**src/design/pmsc_defs.svh**
```systemverilog
// Purpose: Offsets, field positions, reset values and timing constants
//          of the power mode and strap controller.
// Assumes: Included by bare name by every design file that needs it.
// Notes:   Definitions only.
`ifndef PMSC_DEFS_SVH
`define PMSC_DEFS_SVH

// ----------------------------------------------------------------------
// Register offsets on the host register port.
// ----------------------------------------------------------------------
`define PMSC_OFS_CHIP_CFG   8'h08
`define PMSC_OFS_GRR_WAKE   8'h26
`define PMSC_OFS_RXFP_CTRL  8'h86
`define PMSC_OFS_IER_MASK   8'h90
`define PMSC_OFS_PME_CTRL   8'hD4
`define PMSC_OFS_SLEEP_WAKE 8'hD6

// ----------------------------------------------------------------------
// Field positions.
// ----------------------------------------------------------------------
`define PMSC_CFG_BUS8_BIT   6
`define PMSC_CFG_BUS16_BIT  7
`define PMSC_CFG_EEPROM_BIT 9
`define PMSC_CFG_BIGEND_BIT 10
`define PMSC_RXFP_ENDIAN    11
`define PMSC_PME_MODE_HI    1
`define PMSC_PME_MODE_LO    0
`define PMSC_PME_TO_NORMAL  6
`define PMSC_PME_AUTO_WAKE  7
`define PMSC_PME_PIN_EN     8
`define PMSC_IER_ENERGY     2
`define PMSC_GO_SLEEP_HI    7
`define PMSC_GO_SLEEP_LO    0
`define PMSC_WAKE_UP_HI     15
`define PMSC_WAKE_UP_LO     8

// ----------------------------------------------------------------------
// Reset values and widths.
// ----------------------------------------------------------------------
`define PMSC_REG_RST        16'h0000
`define PMSC_TIME_W         8
`define PMSC_UNITS_W        9
`define PMSC_PRESC_W        17

// ----------------------------------------------------------------------
// Timing: clock period and timer unit, both in nanoseconds.
// ----------------------------------------------------------------------
`define PMSC_CLK_PERIOD_NS  8
`define PMSC_TICK_UNIT_NS   1000000
`define PMSC_TICK_CYCLES    (`PMSC_TICK_UNIT_NS / `PMSC_CLK_PERIOD_NS)

`endif

```
**src/design/pmsc_pkg.sv**
```systemverilog
// Purpose: Types shared by the power mode and strap controller.
// Assumes: Nothing beyond the defs header.
// Notes:   Mode codes follow the two-bit mode field.
package pmsc_pkg;

  // Operating modes held in the mode field.
  typedef enum logic [1:0] {
    PMSC_NORMAL   = 2'h0,
    PMSC_ENERGY   = 2'h1,
    PMSC_SOFT_PD  = 2'h2,
    PMSC_PWR_SAVE = 2'h3
  } pmsc_mode_e;

  // Power states inside energy detect mode.
  typedef enum logic {
    PMSC_ST_NORM = 1'h0,
    PMSC_ST_LOW  = 1'h1
  } pmsc_state_e;

endpackage

```
**src/design/pmsc_dwell_timer.sv**
```systemverilog
// Purpose: Measures how long a condition has held, in timer units.
// Assumes: run drops whenever the measured condition breaks.
// Notes:   expiredR is high while the dwell exceeds the limit.
`include "pmsc_defs.svh"

module pmsc_dwell_timer #(
  parameter int TICK_CYCLES = `PMSC_TICK_CYCLES
) (
  input  wire logic                    clk_sys,
  input  wire logic                    rst_n,
  input  wire logic                    run,
  input  wire logic [`PMSC_TIME_W-1:0] limit,
  output logic                         expiredR
);

  logic [`PMSC_PRESC_W-1:0] prescR;  // Cycles within the current unit.
  logic [`PMSC_UNITS_W-1:0] unitsR;  // Whole units elapsed, saturating.
  logic                     tick;    // End of one timer unit.

  assign tick = (prescR == `PMSC_PRESC_W'(TICK_CYCLES - 1));

  // ----------------------------------------------------------------------
  // Prescaler and unit counter.
  // ----------------------------------------------------------------------
  // Both restart whenever the condition breaks, so the dwell is continuous.
  always_ff @(posedge clk_sys) begin
    if (!rst_n || !run) begin
      prescR <= '0;
      unitsR <= '0;
    end else if (tick) begin
      prescR <= '0;
      // Saturate so a long dwell never wraps back below the limit.
      if (!(&unitsR)) begin
        unitsR <= unitsR + `PMSC_UNITS_W'(1);
      end
    end else begin
      prescR <= prescR + `PMSC_PRESC_W'(1);
    end
  end

  // A dwell counts only when strictly longer than the limit.
  always_ff @(posedge clk_sys) begin
    if (!rst_n) begin
      expiredR <= 1'b0;
    end else begin
      expiredR <= run && (unitsR > {1'b0, limit});
    end
  end

endmodule

```
**src/design/pmsc_power_mode_strap_ctrl.sv**
```systemverilog
// Purpose: Strap latching, power mode selection, block gating and
//          energy detect sleep and wake control.
// Assumes: Host register port is synchronous to clk_sys; a read or write
//          strobe lasts one cycle.
// Notes:   Read data appears one cycle after the read strobe.
`include "pmsc_defs.svh"

// Overview of operation
// - Latch bus-width strap into configuration bits 6/7
// - Latch EEPROM strap into configuration bit 9
// - Latch endian strap into configuration bit 10
// - Default strap lets bit 11 pick endian
// - Straps are inputs in reset, outputs otherwise
// - Bits 1:0 select one of four modes
// - Gate PLL, PHY, MAC, host per mode
// - Reset leaves normal mode, PLL, PHY, MAC and host running
// - Host writes mode field to change mode
// - Writing 01 enters energy detect mode
// - Sleep after no energy beyond go-sleep time
// - Low power keeps only energy detection
// - Wake when energy persists beyond wake time
// - Auto-wake to normal state or mode
// - Energy event drives wake output if enabled
// - Energy event raises interrupt if enabled
// - Host read of reset register wakes device
// - Normal power state can pass frames
// - Writing 10 stops everything, registers kept
// - Soft power down left only by reset-register read
// - Power saving needs autoneg, no cable, PHY bit
module pmsc_power_mode_strap_ctrl #(
  parameter int TICK_CYCLES = `PMSC_TICK_CYCLES
) (
  input  wire logic        clk_sys,
  input  wire logic        rst_n,
  input  wire logic [7:0]  regAddr,
  input  wire logic        regRd,
  input  wire logic        regWr,
  input  wire logic [15:0] regWdata,
  output logic      [15:0] regRdata_r,
  input  wire logic        busWidthStrapIn,
  output logic             busWidthStrapOut_r,
  output logic             busWidthStrapOe_r,
  input  wire logic        eepromStrapIn,
  output logic             eepromStrapOut_r,
  output logic             eepromStrapOe_r,
  input  wire logic        endianStrapIn,
  output logic             endianStrapOut_r,
  output logic             endianStrapOe_r,
  input  wire logic [2:0]  strapDriveVal,
  input  wire logic        cableEnergy,
  input  wire logic        autoNegEnabled,
  input  wire logic        cableConnected,
  input  wire logic        phySpecialCtrlPs,
  output logic             pllEn_r,
  output logic             phyEn_r,
  output logic             phyRxTrim_r,
  output logic             energyDetEn_r,
  output logic             macEn_r,
  output logic             hostIfEn_r,
  output logic             bigEndian_r,
  output logic             wakeEventOut_r,
  output logic             irqOut_r
);

  // ----------------------------------------------------------------------
  // Register state.
  // ----------------------------------------------------------------------
  logic [15:0]           chipStrapCfgR;   // Latched strap values.
  logic [15:0]           globalResetR;    // Plain storage word.
  logic [15:0]           rxFramePtrR;     // Holds the endian select.
  logic [15:0]           intEnableR;      // Interrupt enable mask.
  logic [15:0]           pmeCtrlR;        // Mode and wake controls.
  logic [15:0]           sleepWakeR;      // Go-sleep and wake-up times.
  pmsc_pkg::pmsc_state_e edStateR;        // Energy detect power state.
  logic                  energyEventR;    // Sticky energy detect event.

  // ----------------------------------------------------------------------
  // Decode helpers.
  // ----------------------------------------------------------------------
  pmsc_pkg::pmsc_mode_e mode;
  logic hostOpen;   // Host may use every register.
  logic grrRead;    // Wake command from the host.
  logic sleepRun;   // No energy while awake in energy detect mode.
  logic wakeRun;    // Energy present while asleep.
  logic sleepExp;
  logic wakeExp;
  logic wakeFire;   // Wake condition reached this cycle.
  logic psActive;   // Power saving really in effect.
  logic [5:0] gate; // {pll, phy, trim, energy, mac, host}.

  // Address match, used by both the read and the write paths.
  function automatic logic hit(input logic [7:0] a, input logic [7:0] o);
    hit = (a == o);
  endfunction

  // Block enables for a mode and power state.
  function automatic logic [5:0] gateFor(
    input pmsc_pkg::pmsc_mode_e  m,
    input pmsc_pkg::pmsc_state_e s,
    input logic                  ps
  );
    case (m)
      pmsc_pkg::PMSC_SOFT_PD:  gateFor = 6'h00;
      pmsc_pkg::PMSC_ENERGY:
        gateFor = (s == pmsc_pkg::PMSC_ST_LOW) ? 6'h04
                                               : 6'h37;
      pmsc_pkg::PMSC_PWR_SAVE:
        gateFor = ps ? 6'h3B : 6'h33;
      default:                 gateFor = 6'h33;
    endcase
  endfunction

  assign mode     = pmsc_pkg::pmsc_mode_e'(
                      pmeCtrlR[`PMSC_PME_MODE_HI:`PMSC_PME_MODE_LO]);
  // Soft power down and the low power state leave only the wake path.
  assign hostOpen = (mode != pmsc_pkg::PMSC_SOFT_PD) &&
                    !(mode == pmsc_pkg::PMSC_ENERGY &&
                      edStateR == pmsc_pkg::PMSC_ST_LOW);
  assign grrRead  = regRd && hit(regAddr, `PMSC_OFS_GRR_WAKE);
  assign psActive = autoNegEnabled && !cableConnected &&
                    phySpecialCtrlPs;
  assign sleepRun = (mode == pmsc_pkg::PMSC_ENERGY) &&
                    (edStateR == pmsc_pkg::PMSC_ST_NORM) && !cableEnergy;
  assign wakeRun  = (mode == pmsc_pkg::PMSC_ENERGY) &&
                    (edStateR == pmsc_pkg::PMSC_ST_LOW) && cableEnergy;
  assign wakeFire = wakeRun && wakeExp;
  assign gate     = gateFor(mode, edStateR, psActive);

  // ----------------------------------------------------------------------
  // Dwell timers.
  // ----------------------------------------------------------------------
  // Both share one unit so software sees a single time base.
  pmsc_dwell_timer #(.TICK_CYCLES(TICK_CYCLES)) uSleepTimer (
    .clk_sys  (clk_sys),
    .rst_n    (rst_n),
    .run      (sleepRun),
    .limit    (sleepWakeR[`PMSC_GO_SLEEP_HI:`PMSC_GO_SLEEP_LO]),
    .expiredR (sleepExp)
  );

  pmsc_dwell_timer #(.TICK_CYCLES(TICK_CYCLES)) uWakeTimer (
    .clk_sys  (clk_sys),
    .rst_n    (rst_n),
    .run      (wakeRun),
    .limit    (sleepWakeR[`PMSC_WAKE_UP_HI:`PMSC_WAKE_UP_LO]),
    .expiredR (wakeExp)
  );

  // ----------------------------------------------------------------------
  // Strap pins.
  // ----------------------------------------------------------------------
  // Latched while reset is held; the pins float during reset so the
  // board pulls decide the value, then drive their normal function.
  always_ff @(posedge clk_sys) begin
    if (!rst_n) begin
      chipStrapCfgR <= `PMSC_REG_RST;
      chipStrapCfgR[`PMSC_CFG_BUS16_BIT]  <= busWidthStrapIn;
      chipStrapCfgR[`PMSC_CFG_BUS8_BIT]   <= !busWidthStrapIn;
      chipStrapCfgR[`PMSC_CFG_EEPROM_BIT] <= eepromStrapIn;
      chipStrapCfgR[`PMSC_CFG_BIGEND_BIT] <= endianStrapIn;
    end
  end

  // Output enables stay low through reset.
  always_ff @(posedge clk_sys) begin
    if (!rst_n) begin
      busWidthStrapOe_r  <= 1'b0;
      eepromStrapOe_r    <= 1'b0;
      endianStrapOe_r    <= 1'b0;
      busWidthStrapOut_r <= 1'b0;
      eepromStrapOut_r   <= 1'b0;
      endianStrapOut_r   <= 1'b0;
    end else begin
      busWidthStrapOe_r  <= 1'b1;
      eepromStrapOe_r    <= 1'b1;
      endianStrapOe_r    <= 1'b1;
      busWidthStrapOut_r <= strapDriveVal[0];
      eepromStrapOut_r   <= strapDriveVal[1];
      endianStrapOut_r   <= strapDriveVal[2];
    end
  end

  // A big endian strap wins; otherwise software picks the order.
  always_ff @(posedge clk_sys) begin
    if (!rst_n) begin
      bigEndian_r <= 1'b0;
    end else begin
      bigEndian_r <= chipStrapCfgR[`PMSC_CFG_BIGEND_BIT] ||
                     rxFramePtrR[`PMSC_RXFP_ENDIAN];
    end
  end

  // ----------------------------------------------------------------------
  // Writable registers.
  // ----------------------------------------------------------------------
  // Writes are dropped while the host interface is closed.
  always_ff @(posedge clk_sys) begin
    if (!rst_n) begin
      globalResetR <= `PMSC_REG_RST;
      rxFramePtrR  <= `PMSC_REG_RST;
      intEnableR   <= `PMSC_REG_RST;
      sleepWakeR   <= `PMSC_REG_RST;
    end else if (regWr && hostOpen) begin
      if (hit(regAddr, `PMSC_OFS_GRR_WAKE))   globalResetR <= regWdata;
      if (hit(regAddr, `PMSC_OFS_RXFP_CTRL))  rxFramePtrR  <= regWdata;
      if (hit(regAddr, `PMSC_OFS_IER_MASK))   intEnableR   <= regWdata;
      if (hit(regAddr, `PMSC_OFS_SLEEP_WAKE)) sleepWakeR   <= regWdata;
    end
  end

  // Mode and wake control; hardware may also force the mode to normal.
  always_ff @(posedge clk_sys) begin
    if (!rst_n) begin
      pmeCtrlR <= `PMSC_REG_RST;
    end else if (mode == pmsc_pkg::PMSC_SOFT_PD && grrRead) begin
      pmeCtrlR[`PMSC_PME_MODE_HI:`PMSC_PME_MODE_LO] <=
        pmsc_pkg::PMSC_NORMAL;
    end else if (wakeFire && pmeCtrlR[`PMSC_PME_AUTO_WAKE] &&
                 pmeCtrlR[`PMSC_PME_TO_NORMAL]) begin
      pmeCtrlR[`PMSC_PME_MODE_HI:`PMSC_PME_MODE_LO] <=
        pmsc_pkg::PMSC_NORMAL;
    end else if (regWr && hostOpen &&
                 hit(regAddr, `PMSC_OFS_PME_CTRL)) begin
      pmeCtrlR <= regWdata;
    end
  end

  // ----------------------------------------------------------------------
  // Energy detect power state.
  // ----------------------------------------------------------------------
  always_ff @(posedge clk_sys) begin
    if (!rst_n) begin
      edStateR <= pmsc_pkg::PMSC_ST_NORM;
    end else begin
      case (edStateR)
        pmsc_pkg::PMSC_ST_NORM: begin
          // Fall asleep only after a full go-sleep dwell without energy.
          if (sleepRun && sleepExp) begin
            edStateR <= pmsc_pkg::PMSC_ST_LOW;
          end
        end
        pmsc_pkg::PMSC_ST_LOW: begin
          if (mode != pmsc_pkg::PMSC_ENERGY) begin
            edStateR <= pmsc_pkg::PMSC_ST_NORM;
          end else if (wakeFire && pmeCtrlR[`PMSC_PME_AUTO_WAKE]) begin
            edStateR <= pmsc_pkg::PMSC_ST_NORM;
          end else if (grrRead) begin
            edStateR <= pmsc_pkg::PMSC_ST_NORM;
          end
        end
        default: edStateR <= pmsc_pkg::PMSC_ST_NORM;
      endcase
    end
  end

  // Sticky event; a new wake in the clearing cycle wins over the clear.
  always_ff @(posedge clk_sys) begin
    if (!rst_n) begin
      energyEventR <= 1'b0;
    end else if (wakeFire) begin
      energyEventR <= 1'b1;
    end else if (grrRead) begin
      energyEventR <= 1'b0;
    end
  end

  // ----------------------------------------------------------------------
  // Registered outputs.
  // ----------------------------------------------------------------------
  always_ff @(posedge clk_sys) begin
    if (!rst_n) begin
      {pllEn_r, phyEn_r, phyRxTrim_r, energyDetEn_r, macEn_r, hostIfEn_r}
        <= 6'h33;
    end else begin
      {pllEn_r, phyEn_r, phyRxTrim_r, energyDetEn_r, macEn_r, hostIfEn_r}
        <= gate;
    end
  end

  always_ff @(posedge clk_sys) begin
    if (!rst_n) begin
      wakeEventOut_r <= 1'b0;
      irqOut_r       <= 1'b0;
    end else begin
      wakeEventOut_r <= energyEventR && pmeCtrlR[`PMSC_PME_PIN_EN];
      irqOut_r       <= energyEventR && intEnableR[`PMSC_IER_ENERGY];
    end
  end

  // Read mux; 0x26 always reads; other registers read zero while closed, as do unmapped addresses.
  always_ff @(posedge clk_sys) begin
    if (!rst_n) begin
      regRdata_r <= `PMSC_REG_RST;
    end else if (regRd) begin
      regRdata_r <= `PMSC_REG_RST;
      if (hit(regAddr, `PMSC_OFS_GRR_WAKE))   regRdata_r <= globalResetR;
      if (hostOpen) begin
        if (hit(regAddr, `PMSC_OFS_CHIP_CFG))   regRdata_r <= chipStrapCfgR;
        if (hit(regAddr, `PMSC_OFS_RXFP_CTRL))  regRdata_r <= rxFramePtrR;
        if (hit(regAddr, `PMSC_OFS_IER_MASK))   regRdata_r <= intEnableR;
        if (hit(regAddr, `PMSC_OFS_PME_CTRL))   regRdata_r <= pmeCtrlR;
        if (hit(regAddr, `PMSC_OFS_SLEEP_WAKE)) regRdata_r <= sleepWakeR;
      end
    end
  end
endmodule

```
**config.mk**
```make
export PLATFORM = sky130hd
export DESIGN_NAME = pmsc_power_mode_strap_ctrl
export DESIGN_NICKNAME = d
export VERILOG_FILES = /design/src/design/pmsc_pkg.sv /design/src/design/pmsc_dwell_timer.sv /design/src/design/pmsc_power_mode_strap_ctrl.sv
export VERILOG_INCLUDE_DIRS = /design/src /design/src/design
export SDC_FILE = /design/constraint.sdc
export NUM_CORES = 1
export LEC_CHECK = 0
export ABC_CLOCK_PERIOD_IN_PS = 3700
export BUFFER_PORTS_ARGS = -buffer_cell sky130_fd_sc_hd__buf_4
export CORE_UTILIZATION = 35
export CTS_CLUSTER_SIZE = 14
export DETAILED_ROUTE_END_ITERATION = 7
export PLACE_DENSITY = 0.56
export SLEW_MARGIN = 20
export SYNTH_ARGS = -nofsm -noshare
export SYNTH_HDL_FRONTEND = slang
export SYNTH_HIERARCHICAL = 1
export SYNTH_SLANG_ARGS = --single-unit
```
**constraint.sdc**
```tcl
create_clock -name clk_sys -period 3.7 [get_ports clk_sys]
set_input_delay 0.37 -clock clk_sys [delete_from_list [all_inputs] [get_ports clk_sys]]
set_output_delay 0.37 -clock clk_sys [all_outputs]
set_load 0.01 [all_outputs]
```
Word level (Yosys, flattened, before mapping)
Cells that the tools add are included.
{ "totals": {"ff_bits": 169, "latch_bits": 0, "ramBits": 0, "romBits": 0, "input_bits": 38, "output_inout_bits": 31, "memories": 0} }
{ "op_classes": {"addsub": 4, "mul": 0, "n_div": 0, "n_lt_le_gt_ge": 2, "n_eq_ne": 13, "shifts": 0, "mux": 18, "bitwise_logic": 6, "n_reduce_logical": 42} }
{ "ops": {"columns": ["operator", "n"], "rows": [
  ["$mux 16", 7],
  ["$add 17x1->17 const B", 2],
  ["$eq 17x17->1 const B", 2],
  ["$eq 8x8->1 const B", 4],
  ["$logic_and 1x1->1", 19],
  ["$add 9x1->9 const B", 2],
  ["$gt 9x8->1", 2],
  ["$pmux 6 s3", 1],
  ["$reduce_and 9->1", 2],
  ["$reduce_and 2->1", 6],
  ["$eq 8x4->1 const B", 1],
  ["$eq 8x6->1 const B", 1],
  ["$logic_not 1->1", 7],
  ["$mux 1", 7],
  ["$mux 6", 1],
  ["$not 1->1", 6],
  ["$eq 2x2->1 const B", 2],
  ["$mux 4", 1],
  ["$reduce_or 2->1", 2],
  ["$logic_or 1x1->1", 3],
  ["$reduce_and 3->1", 1],
  ["$reduce_or 3->1", 1],
  ["$eq 2x1->1 const B", 1],
  ["$ne 2x1->1 const B", 1],
  ["3 further kinds", 3]
]} }

Depth between registers and ports, before layout
Gate-level depths: netlist (run 1).
{ "depth": {"depth_word": 8, "mapped_depth": 8, "mapped_depth_nobuf": 7} }

By module
Netlist (run 1), hierarchy kept.
{ "modules_own_cells": {"columns": ["mod", "n_inst", "cells_per_inst", "area_per_inst_um2", "seq_area_each_um2"], "rows": [
  ["pmsc_power_mode_strap_ctrl", 1, 626, 5154.9, 2282.2],
  ["pmsc_dwell_timer", 2, 178, 1539.0, 540.5]
]} }

Least setup slack after synthesis (run 1)
OpenSTA, ideal clock, no wires.
{ "synth_timing": {"path_kind": "input -> register", "startpoint": "input regAddr[0]", "endpoint": "register globalResetR[10]", "setup_ps": 134, "t_arrival_ps": 1736, "t_required_ps": 3566, "setup_slack_ps": 1831, "stages": 8, "path_buffers": 3, "path_cell_list": "buf_2 or3_4 nor3_1 and3_1 buf_4 buf_6 mux2i_1 nor2_1"} }
{ "synth_via": {"elab_chain_cells": 2} }
{ "synth_lines": {"columns": ["item", "line", "text"], "rows": [
  ["start: declaration", "pmsc_power_mode_strap_ctrl.sv:35", "input wire logic [7:0] regAddr,"],
  ["$eq 8x6->1", "pmsc_power_mode_strap_ctrl.sv:93", "hit = (a == o);"],
  ["$reduce_and 2->1 (no source line)", null, null],
  ["end signal: assignment", "pmsc_power_mode_strap_ctrl.sv:199", "globalResetR <= `PMSC_REG_RST;"],
  ["end signal: assignment", "pmsc_power_mode_strap_ctrl.sv:204", "if (hit(regAddr, `PMSC_OFS_GRR_WAKE)) globalResetR <= regWdata;"],
  ["end: declaration", "pmsc_power_mode_strap_ctrl.sv:69", "logic [15:0] globalResetR;"]
]} }
No other way between the ends.
A chain may end at the register's enable or synchronous reset.

Final worst setup path (run 1)
{ "layout_timing": {"startpoint": "register pmeCtrlR[1]", "endpoint": "register globalResetR[6]"} }
{ "layout_via": {"elab_chain_cells": 6, "elab_cells_between_ends": 7, "cone_classes": "eq/ne (2); reduce/logical (5)"} }
{ "layout_lines": {"columns": ["item", "line", "text"], "rows": [
  ["start: declaration", "pmsc_power_mode_strap_ctrl.sv:72", "logic [15:0] pmeCtrlR;"],
  ["start signal: assignment", "pmsc_power_mode_strap_ctrl.sv:214", "pmeCtrlR <= `PMSC_REG_RST;"],
  ["start signal: indexed assignment", "pmsc_power_mode_strap_ctrl.sv:216", "pmeCtrlR[`PMSC_PME_MODE_HI:`PMSC_PME_MODE_LO] <="],
  ["start signal: indexed assignment", "pmsc_power_mode_strap_ctrl.sv:220", "pmeCtrlR[`PMSC_PME_MODE_HI:`PMSC_PME_MODE_LO] <="],
  ["$eq 2x1->1", "pmsc_power_mode_strap_ctrl.sv:117", "!(mode == pmsc_pkg::PMSC_ENERGY &&"],
  ["$logic_and 1x1->1", "pmsc_power_mode_strap_ctrl.sv:117", null],
  ["$logic_not 1->1", "pmsc_power_mode_strap_ctrl.sv:117", null],
  ["$logic_and 1x1->1 *", "pmsc_power_mode_strap_ctrl.sv:116", "assign hostOpen = (mode != pmsc_pkg::PMSC_SOFT_PD) &&"],
  ["$logic_and 1x1->1 *", "pmsc_power_mode_strap_ctrl.sv:203", "end else if (regWr && hostOpen) begin"],
  ["$reduce_and 2->1 (no source line) *", null, null]
]} }
Every way passes the cells marked *; elsewhere a longest branch is shown, timed or not.

==> results of run 1 <==
worst reg2reg max path: stages, from the launching register on:
cell and delay (ps):
dfxtp_1 410, nand3b_1 370, and2_1 490, and3_1 590
buf_4 320, mux2i_1 200, nor2_1 60
metal layers:
metal / vias up / global-route usage, % / wire, µm
met2: 195 / 29.6 / 10200
met3: 17 / 2.81 / 1040
met1: 3414 / 27.3 / 11300
li1: 3611 / - / -
met4: 0 / 5.88 / 238
met5: - / 0 / 0
flip-flops by register name, indices dropped and copies added (netlist names), 16 cells and up:
| register | count |
|---|---|
| intEnableR | 16 |
| sleepWakeR | 16 |
| regRdata_r | 16 |
| uWakeTimer/prescR | 17 |
| globalResetR | 16 |
| rxFramePtrR | 16 |
| uSleepTimer/prescR | 17 |
| pmeCtrlR | 16 |
area by class of cell:
cell class                      count  area, µm²  share of cell area (%)
Timing Repair Buffer               78        586                    6.16
Clock buffer                       20        447                    4.70
Tap cell                          313        392                    4.12
Multi-Input combinational cell    724       4440                    46.7
Sequential cell                   166       3360                    35.4
Inverter                           35        131                    1.38
Clock inverter                     12        143                    1.50
where the power goes:
part           total [µW]  internal (µW)  leakage, µW  switching (µW)
registers            1810           1810      0.00135            7.14
logic                 180           65.2      0.00138             115
clock network        1800           1030     0.000280             776
total                3800           2900      0.00301             899
logic make-up after synthesis:
family / Yosys count / share of synthesized area [%]
buffers and inverters: 92 / 5.21
AOI/OAI and AO/OA: 268 / 20.0
muxes: 21 / 2.58
DFF: 166 / 40.9
adders and majority gates: 22 / 3.34
and+or+nand+nor: 387 / 25.3
xor gates and xnor gates: 26 / 2.77
synth_stat cells, drive strengths merged (7+ instances only):
| master | n | share of area (%) |
|---|---|---|
| dfxtp | 162 | 39 |
| nand2 | 142 | 6.8 |
| a21oi | 115 | 7.4 |
| nor2 | 80 | 3.8 |
| o21ai | 62 | 3.8 |
| inv | 35 | 1.6 |
| clkbuf | 31 | 1.4 |
| nand3 | 30 | 1.9 |
| buf | 26 | 2.2 |
| nor3 | 24 | 1.7 |
| ha | 22 | 3.3 |
| xnor2 | 22 | 2.3 |
| mux2i | 19 | 2.3 |
| nand4 | 19 | 1.8 |
| nor4 | 15 | 1.3 |
| or4 | 15 | 1.4 |
| o31ai | 14 | 1.3 |
| a22oi | 12 | 1.1 |
| and2 | 11 | 0.84 |
| a31oi | 10 | 0.76 |
| and3 | 10 | 0.76 |
| o22ai | 10 | 0.76 |
| nor3b | 8 | 1.1 |
| a221o | 7 | 0.85 |
worst max-delay path by stage:
stage,from,slack [ps],to,cells after the start
after floorplan,regAddr[0],1830,globalResetR[10],8
after global placement,regAddr[3],1120,sleepWakeR[11],7
after global routing,pmeCtrlR[1],940,globalResetR[6],6
after CTS,pmeCtrlR[1],1120,globalResetR[6],6
final,pmeCtrlR[1],1130,globalResetR[6],6
after detailed placement,regAddr[3],1110,sleepWakeR[15],7
through the flow:
step	hold slack (ps)	cells	utilization, %	setup slack (ps)
after floorplan	398	982	-	1830
after global placement	427	1316	39.0	1120
after detailed placement	437	1316	39.0	1110
after CTS	96.4	1348	41.6	1120
after global routing	89.0	1348	41.6	935
final	109	1348	41.6	1130
==> flow_summary.toml, run 1 <==
[status]
status = "finished, final reports clean"

[route]
ant_nets = 0
drt_iter0_markers = 494
firstDrtPassIters = 5
drc = 0
drt_wl_total_um = 22700
vias = 7237
routedWlPerCell_um = 16.8
via_per_inst = 5.37

[critical_path]
critPathRequiredTime_ps = 3980
ff2ff_path_depth = 6
rrSetupSlack_ps = 1130
crit_arrival_ps = 2850
path_cells = "nand3b_1 -> and2_1 -> and3_1 -> buf_4 -> mux2i_1 -> nor2_1"
slowest_stage = "and3_1"
endpoint_kind = "register"
critPathMaxStageDelay_ps = 580
cp_top_family = "simple AND/OR/NAND/NOR gates"
startpoint_type = "register"
critPathBufInv = 1
path_max_fanout = 13
critPathKind = "reg -> reg"
r2r_end = "globalResetR[6]"
r2r_start = "pmeCtrlR[1]"

[timing]
setup_tns_ps = 0
fmax_mhz = 389
rsz0062_at_grt = "no"
setup_viol = 0
finalClockSkew_ps = 9.70
finalHoldViolCount = 0
maxSlewHeadroom_pct = 39.9
finalCritPeriodShare_pct = 69.5
report.final.slew_viol_count = 0
tightest_slew_ps = 897
period_needed_ps = 2570

[global_route]
grt_pass1_wl_um = 36200
grt_pass1_vias = 6632
grt_max_degree = 39
gr-total-overflow = 0
track_usage_pct = 19.1
antenna_found_initial = 0

[clocking]
ctsResizeCount = 0
cts_buffers = 17
cts_root_buffer = "clkbuf_16"
clock_latency_ps = 430
cts.path.max_buffers = 2
clkSinkCount = 166
tritoncts = "built"
cts.clk_slew.worst_paths_ps = 70
cts_setup_buffers = 0
htreeDepth = 4
ctsHoldBuffers = 0

[placement]
hpwl_um = 15900
place_congestion = 0.831
io_buffers = 68
dpl-instance-area_um2 = 8910

[job]
cap_viol_max_count = 0

[floorplan]
start_util_pct = 36.0
die_y_um = 155
core-area_um2 = 22800
die_w_um = 155
die-area_um2 = 24100
num_rows = 55
pin_count = 69

[finish]
syn_to_final_growth_pct = 15.4
diodes = 0
final_common_cell = "dfxtp_1"
stdcell_area_um2 = 9500
final_cell_mix = "dfxtp_1 (162), nand2_1 (132), a21oi_1 (105)"
nFillCells = 2352
drive_gt1_share_pct = 15.7
finalNetCount = 1082

[synthesis]
synth_warnings = 6
synth_edf_count = 4
synth.ff_latch_count = 166
ys_seq_area_share_pct = 40.9
syn_avg_cell_area_um2 = 8.38
syn_area_um2 = 8230
synth_nets = 1042
synthArstFlopShare_pct = 0
synth-main-ff-cell = "dfxtp_1"
synth_cell_types = 74
syn_inst = 982

[power_and_ir_drop]
vdd_drop_max_v = 0.000290
power_density_nw_per_um2 = 399
power.total_uw = 3800
p_leak_uw = 0.00301

[min_path]
holdPathStages = 1
whs_endpoint = "chipStrapCfgR[10]"
hp-start = "endianStrapIn"
hold_class = "in -> reg"
Power figures use the tool's default switching activity.
==> run 2, diff against run 1 <==
- ABC_CLOCK_PERIOD_IN_PS: 3700 -> 2700
- clock period: 3.7 -> 2.7 ns (I/O delays scaled with it)
==> flow_summary.toml, run 2 (synthesized netlist as in run 1, its figures left out) <==
[status]
status = "finished, final reports clean"

[clocking]
cts.path.max_buffers = 2
cts_buffers = 17
ctsResizeCount = 0
cts_root_buffer = "clkbuf_16"
htreeDepth = 4
tritoncts = "built"
cts.clk_slew.worst_paths_ps = 70
clkSinkCount = 166
clock_latency_ps = 440

[floorplan]
num_rows = 55
pin_count = 69
start_util_pct = 36.0
core-area_um2 = 22800
die-area_um2 = 24100
die_w_um = 155
die_y_um = 155

[route]
firstDrtPassIters = 5
drt_wl_total_um = 22500
ant_nets = 0
drc = 0
routedWlPerCell_um = 16.5
vias = 7336
drt_iter0_markers = 442
via_per_inst = 5.38

[finish]
finalNetCount = 1098
drive_gt1_share_pct = 16.9
stdcell_count = 1364
final_common_cell = "dfxtp_1"
diodes = 0
final_cell_mix = "dfxtp_1 (162), nand2_1 (132), a21oi_1 (105)"
syn_to_final_growth_pct = 17.2
reg_top3 = "uSleepTimer/prescR: 17 flops, uWakeTimer/prescR: 17 flops"
nFillCells = 2353

[timing]
finalCritPeriodShare_pct = 79.3
setup_viol = 0
report.final.slew_viol_count = 0
finalHoldViolCount = 0
setup_tns_ps = 0
rsz0062_at_grt = "no"
finalClockSkew_ps = 16.5
fmax_mhz = 467
maxSlewHeadroom_pct = 47.1
tightest_slew_ps = 793
period_needed_ps = 2140

[power_and_ir_drop]
vdd_drop_max_v = 0.000364
p_leak_uw = 0.00310
power_density_nw_per_um2 = 542

[global_route]
gr-total-overflow = 0
grt_pass1_wl_um = 36300
track_usage_pct = 19.1
grt_pass1_vias = 7064
antenna_found_initial = 0
grt_max_degree = 41

[job]
cap_viol_max_count = 0

[critical_path]
critPathRequiredTime_ps = 3020
crit_arrival_ps = 2470
endpoint_kind = "register"
path_max_fanout = 19
startpoint_type = "register"
critPathKind = "reg -> reg"

[placement]
io_buffers = 68
numPlacedInstances = 1329
place_congestion = 0.830
hpwl_um = 16000

[min_path]
hold_class = "in -> reg"
==> run 2: cell count changes in the layout (fill, tap and decap cells not counted) <==
| cell | previous run | this run |
|---|---|---|
| bufinv_16 | 2 | 1 |
| dlygate4sd3_1 | 0 | 3 |
| buf_12 | 0 | 1 |
| clkinv_4 | 1 | 2 |
| clkinv_8 | 0 | 1 |
| clkinvlp_4 | 3 | 1 |
| inv_8 | 1 | 5 |
| clkbuf_1 | 2 | 0 |
| buf_4 | 78 | 90 |
| inv_6 | 4 | 3 |
==> run 2: path summary, 6_finish.rpt <==
path | startpoint | to | slack (ps) | depth (start not counted)
worst max-delay path | pmeCtrlR[1] | regRdata_r[8] | 560 | 5
worst min-delay path | strapDriveVal[0] | busWidthStrapOut_r | 50 | 2
worst max register to register | pmeCtrlR[1] | regRdata_r[8] | 560 | 5
worst min register to register | uSleepTimer/prescR[0] | uSleepTimer/prescR[0] | 460 | 1
==> run 2: repair_timing <==
item,in CTS,in global routing
setup endpoints to repair,0,0
hold endpoints to repair,2,1
hold buffers,2,1
buffers inserted,0,0
==> run 2: area by class of cell <==
type | instances | area (µm²) | share of cell area [%]
Multi-Input combinational cell | 724 | 4440 | 46.0
Sequential cell | 166 | 3360 | 34.9
Timing Repair Buffer | 94 | 726 | 7.52
Clock buffer | 18 | 439 | 4.55
Tap cell | 313 | 392 | 4.06
Clock inverter | 14 | 159 | 1.65
Inverter | 35 | 131 | 1.36
==> run 2: worst max-delay path, stage by stage (launching register included) <==
cell and delay, ps:
dfxtp_1 410, nand3b_1 360, nand2_1 530, a221o_1 460, a211oi_1 190, nor4_1 90
==> run 2: per-stage QoR <==
stage / instance area [µm²] / utilization (%) / hold WS, ps / setup slack [ps] / total power [µW]
after floorplan: 8230 / - / 298 / 876 / 2660
after global placement: 9020 / 39.5 / 430 / 605 / 2790
after detailed placement: 9020 / 39.5 / 439 / 574 / 2790
after CTS: 9640 / 42.2 / 6.89 / 570 / 5280
after global routing: 9650 / 42.2 / 33.8 / 372 / 5400
final: 9650 / 42.2 / 51.2 / 559 / 5230
==> run 2: routing by layer <==
metal / track usage [%] / share of wire (%) / up-vias
li1: - / - / 3637
met1: 26.2 / 49 / 3478
met2: 30.0 / 44 / 186
met3: 3.70 / 4.8 / 35
met4: 5.84 / 2.0 / 0
met5: 0 / 0 / -
==> run 2: power breakdown <==
part	switching (µW)	leakage [µW]	internal [µW]
combinational	156	0.00146	97.1
clock	1150	0.000294	1340
sequential	9.39	0.00135	2470
==> run 3, diff against run 2 <==
- ABC_CLOCK_PERIOD_IN_PS: 2700 -> 2000
- clock period: 2.7 -> 2 ns (I/O delays scaled with it)
==> flow_summary.toml, run 3 (synthesized netlist as in run 1, its figures left out) <==
[timing]
report.final.slew_viol_count = 0
hold_ws_ps = 39.7
period_needed_ps = 1910
finalClockSkew_ps = 12.7
setup_viol = 0
finalCritPeriodShare_pct = 95.3
maxSlewHeadroom_pct = 56.3
tightest_slew_ps = 655
finalHoldViolCount = 0
fmax_mhz = 524

[placement]
hpwl_um = 16500
place_congestion = 0.860
dpl-instance-area_um2 = 9280
io_buffers = 68

[floorplan]
num_rows = 55
pin_count = 69
die-area_um2 = 24100
start_util_pct = 36.0
die_w_um = 155
die_y_um = 155
core-area_um2 = 22800

[global_route]
met3_usage_pct = 3.20
grt_pass1_vias = 7093
grt_busiest_layer = "met2"
grt_pass1_wl_um = 37000
grt_max_degree = 36
track_usage_pct = 19.4
gr-total-overflow = 0
use_met2_pct = 30.5
antenna_found_initial = 0
grtUsageMet1_pct = 26.9

[route]
routedWlPerCell_um = 16.2
drt_iter0_markers = 498
vias = 7462
drt_wl_total_um = 22700
drc = 0
firstDrtPassIters = 6
via_per_inst = 5.34
ant_nets = 0

[clocking]
cts_buffers = 17
cts_root_buffer = "clkbuf_16"
clock_latency_ps = 430
cts_setup_buffers = 0
clkSinkCount = 166
tritoncts = "built"
cts.path.max_buffers = 2
cts.clk_slew.worst_paths_ps = 70
htreeDepth = 4

[finish]
syn_to_final_growth_pct = 21.1
final_cell_mix = "dfxtp_1 (161), nand2_1 (132), buf_4 (119)"
final_common_cell = "dfxtp_1"
finalNetCount = 1132
reg_top3 = "uSleepTimer/prescR: 17 flops, uWakeTimer/prescR: 17 flops"
diodes = 0
drive_gt1_share_pct = 19.7
stdcell_area_um2 = 9970

[power_and_ir_drop]
internal_power_uw = 5370
p_sw_share_pct = 23.7
p_leak_uw = 0.00327
power_density_nw_per_um2 = 706
power_frac_clock_pct = 47.3
power_switching_uw = 1670
power_frac_seq_pct = 47.7
vdd_drop_max_v = 0.000540
pwr-share-comb_pct = 5.0

[critical_path]
r2r_end = "uSleepTimer/unitsR[6]"
startpoint_type = "register"
endpoint_kind = "register"
path_max_fanout = 4
critPathRequiredTime_ps = 2360
crit_arrival_ps = 2270
crit_start = "uSleepTimer/unitsR[5]"
rrSetupSlack_ps = 90
r2r_start = "uSleepTimer/unitsR[5]"
ff2ff_path_depth = 7
critPathKind = "reg -> reg"
crit_end = "uSleepTimer/unitsR[6]"

[min_path]
hp-start = "cableConnected"
hold_class = "in -> reg"

[job]
cap_viol_max_count = 0

[status]
status = "finished, final reports clean"
[run 3: critical path, stage by stage, from the launching register on]
cell     delay, ps
dfxtp_1        350
and4_4         220
and4_1         200
ha_1           200
nor2b_1        160
nand2_1         80
or4_1          490
a21oi_1        140
[run 3: cell type report]
cell class,count,area (µm²)
tap,313,392
inverter,35,131
clock inverter,13,146
multi-input combinational,724,4480
timing repair buffer,128,1010
fill,2324,12900
sequential,166,3360
clock buffer,19,443
[run 3: timing repair]
action | in CTS | in global routing
resized for setup | 0 | 10
hold buffers | 6 | 0
endpoints found under the hold margin | 6 | 0
endpoints found under the setup margin | 0 | 10
[run 3: power groups by stage]
stage / combinational (µW) / sequential (µW) / clock [µW]
CTS: 349 / 3350 / 3410
global placement: 339 / 3430 / 0
floorplan: 154 / 3430 / 0
finish: 352 / 3350 / 3330
global route: 379 / 3350 / 3520
detailed placement: 339 / 3430 / 0
[run 3: how the worst min path moves through the flow]
stage / endpoint / slack, ps / depth (start not counted)
4_1_cts: phyRxTrim_r / 40 / 3
3_5_place_dp: chipStrapCfgR[9] / 380 / 1
6_report: phyRxTrim_r / 40 / 3
5_1_grt: intEnableR[4] / 40 / 3
2_1_floorplan: endianStrapOe_r / 230 / 0
3_3_place_gp: chipStrapCfgR[9] / 380 / 1
[run 3: per-layer routing]
metal / vias up / share of wire (%) / wire length, µm
met5: - / 0 / 0
li1: 3715 / - / -
met3: 32 / 4.5 / 1020
met2: 198 / 45 / 10300
met1: 3517 / 49 / 11000
met4: 0 / 1.5 / 342
[run 3: stage by stage]
| stage | total power (µW) | setup WS [ps] | util, % | TNS, ps | std cells |
|---|---|---|---|---|---|
| CTS | 7110 | 15.8 | 43.5 | 0 | 1398 |
| floorplan | 3580 | 176 | - | 0 | 982 |
| global placement | 3770 | 96.7 | 40.6 | 0 | 1360 |
| detailed placement | 3770 | 54.6 | 40.6 | 0 | 1360 |
| global route | 7250 | -3.64 | 43.6 | -3.64 | 1398 |
| finish | 7040 | 93.1 | 43.6 | 0 | 1398 |
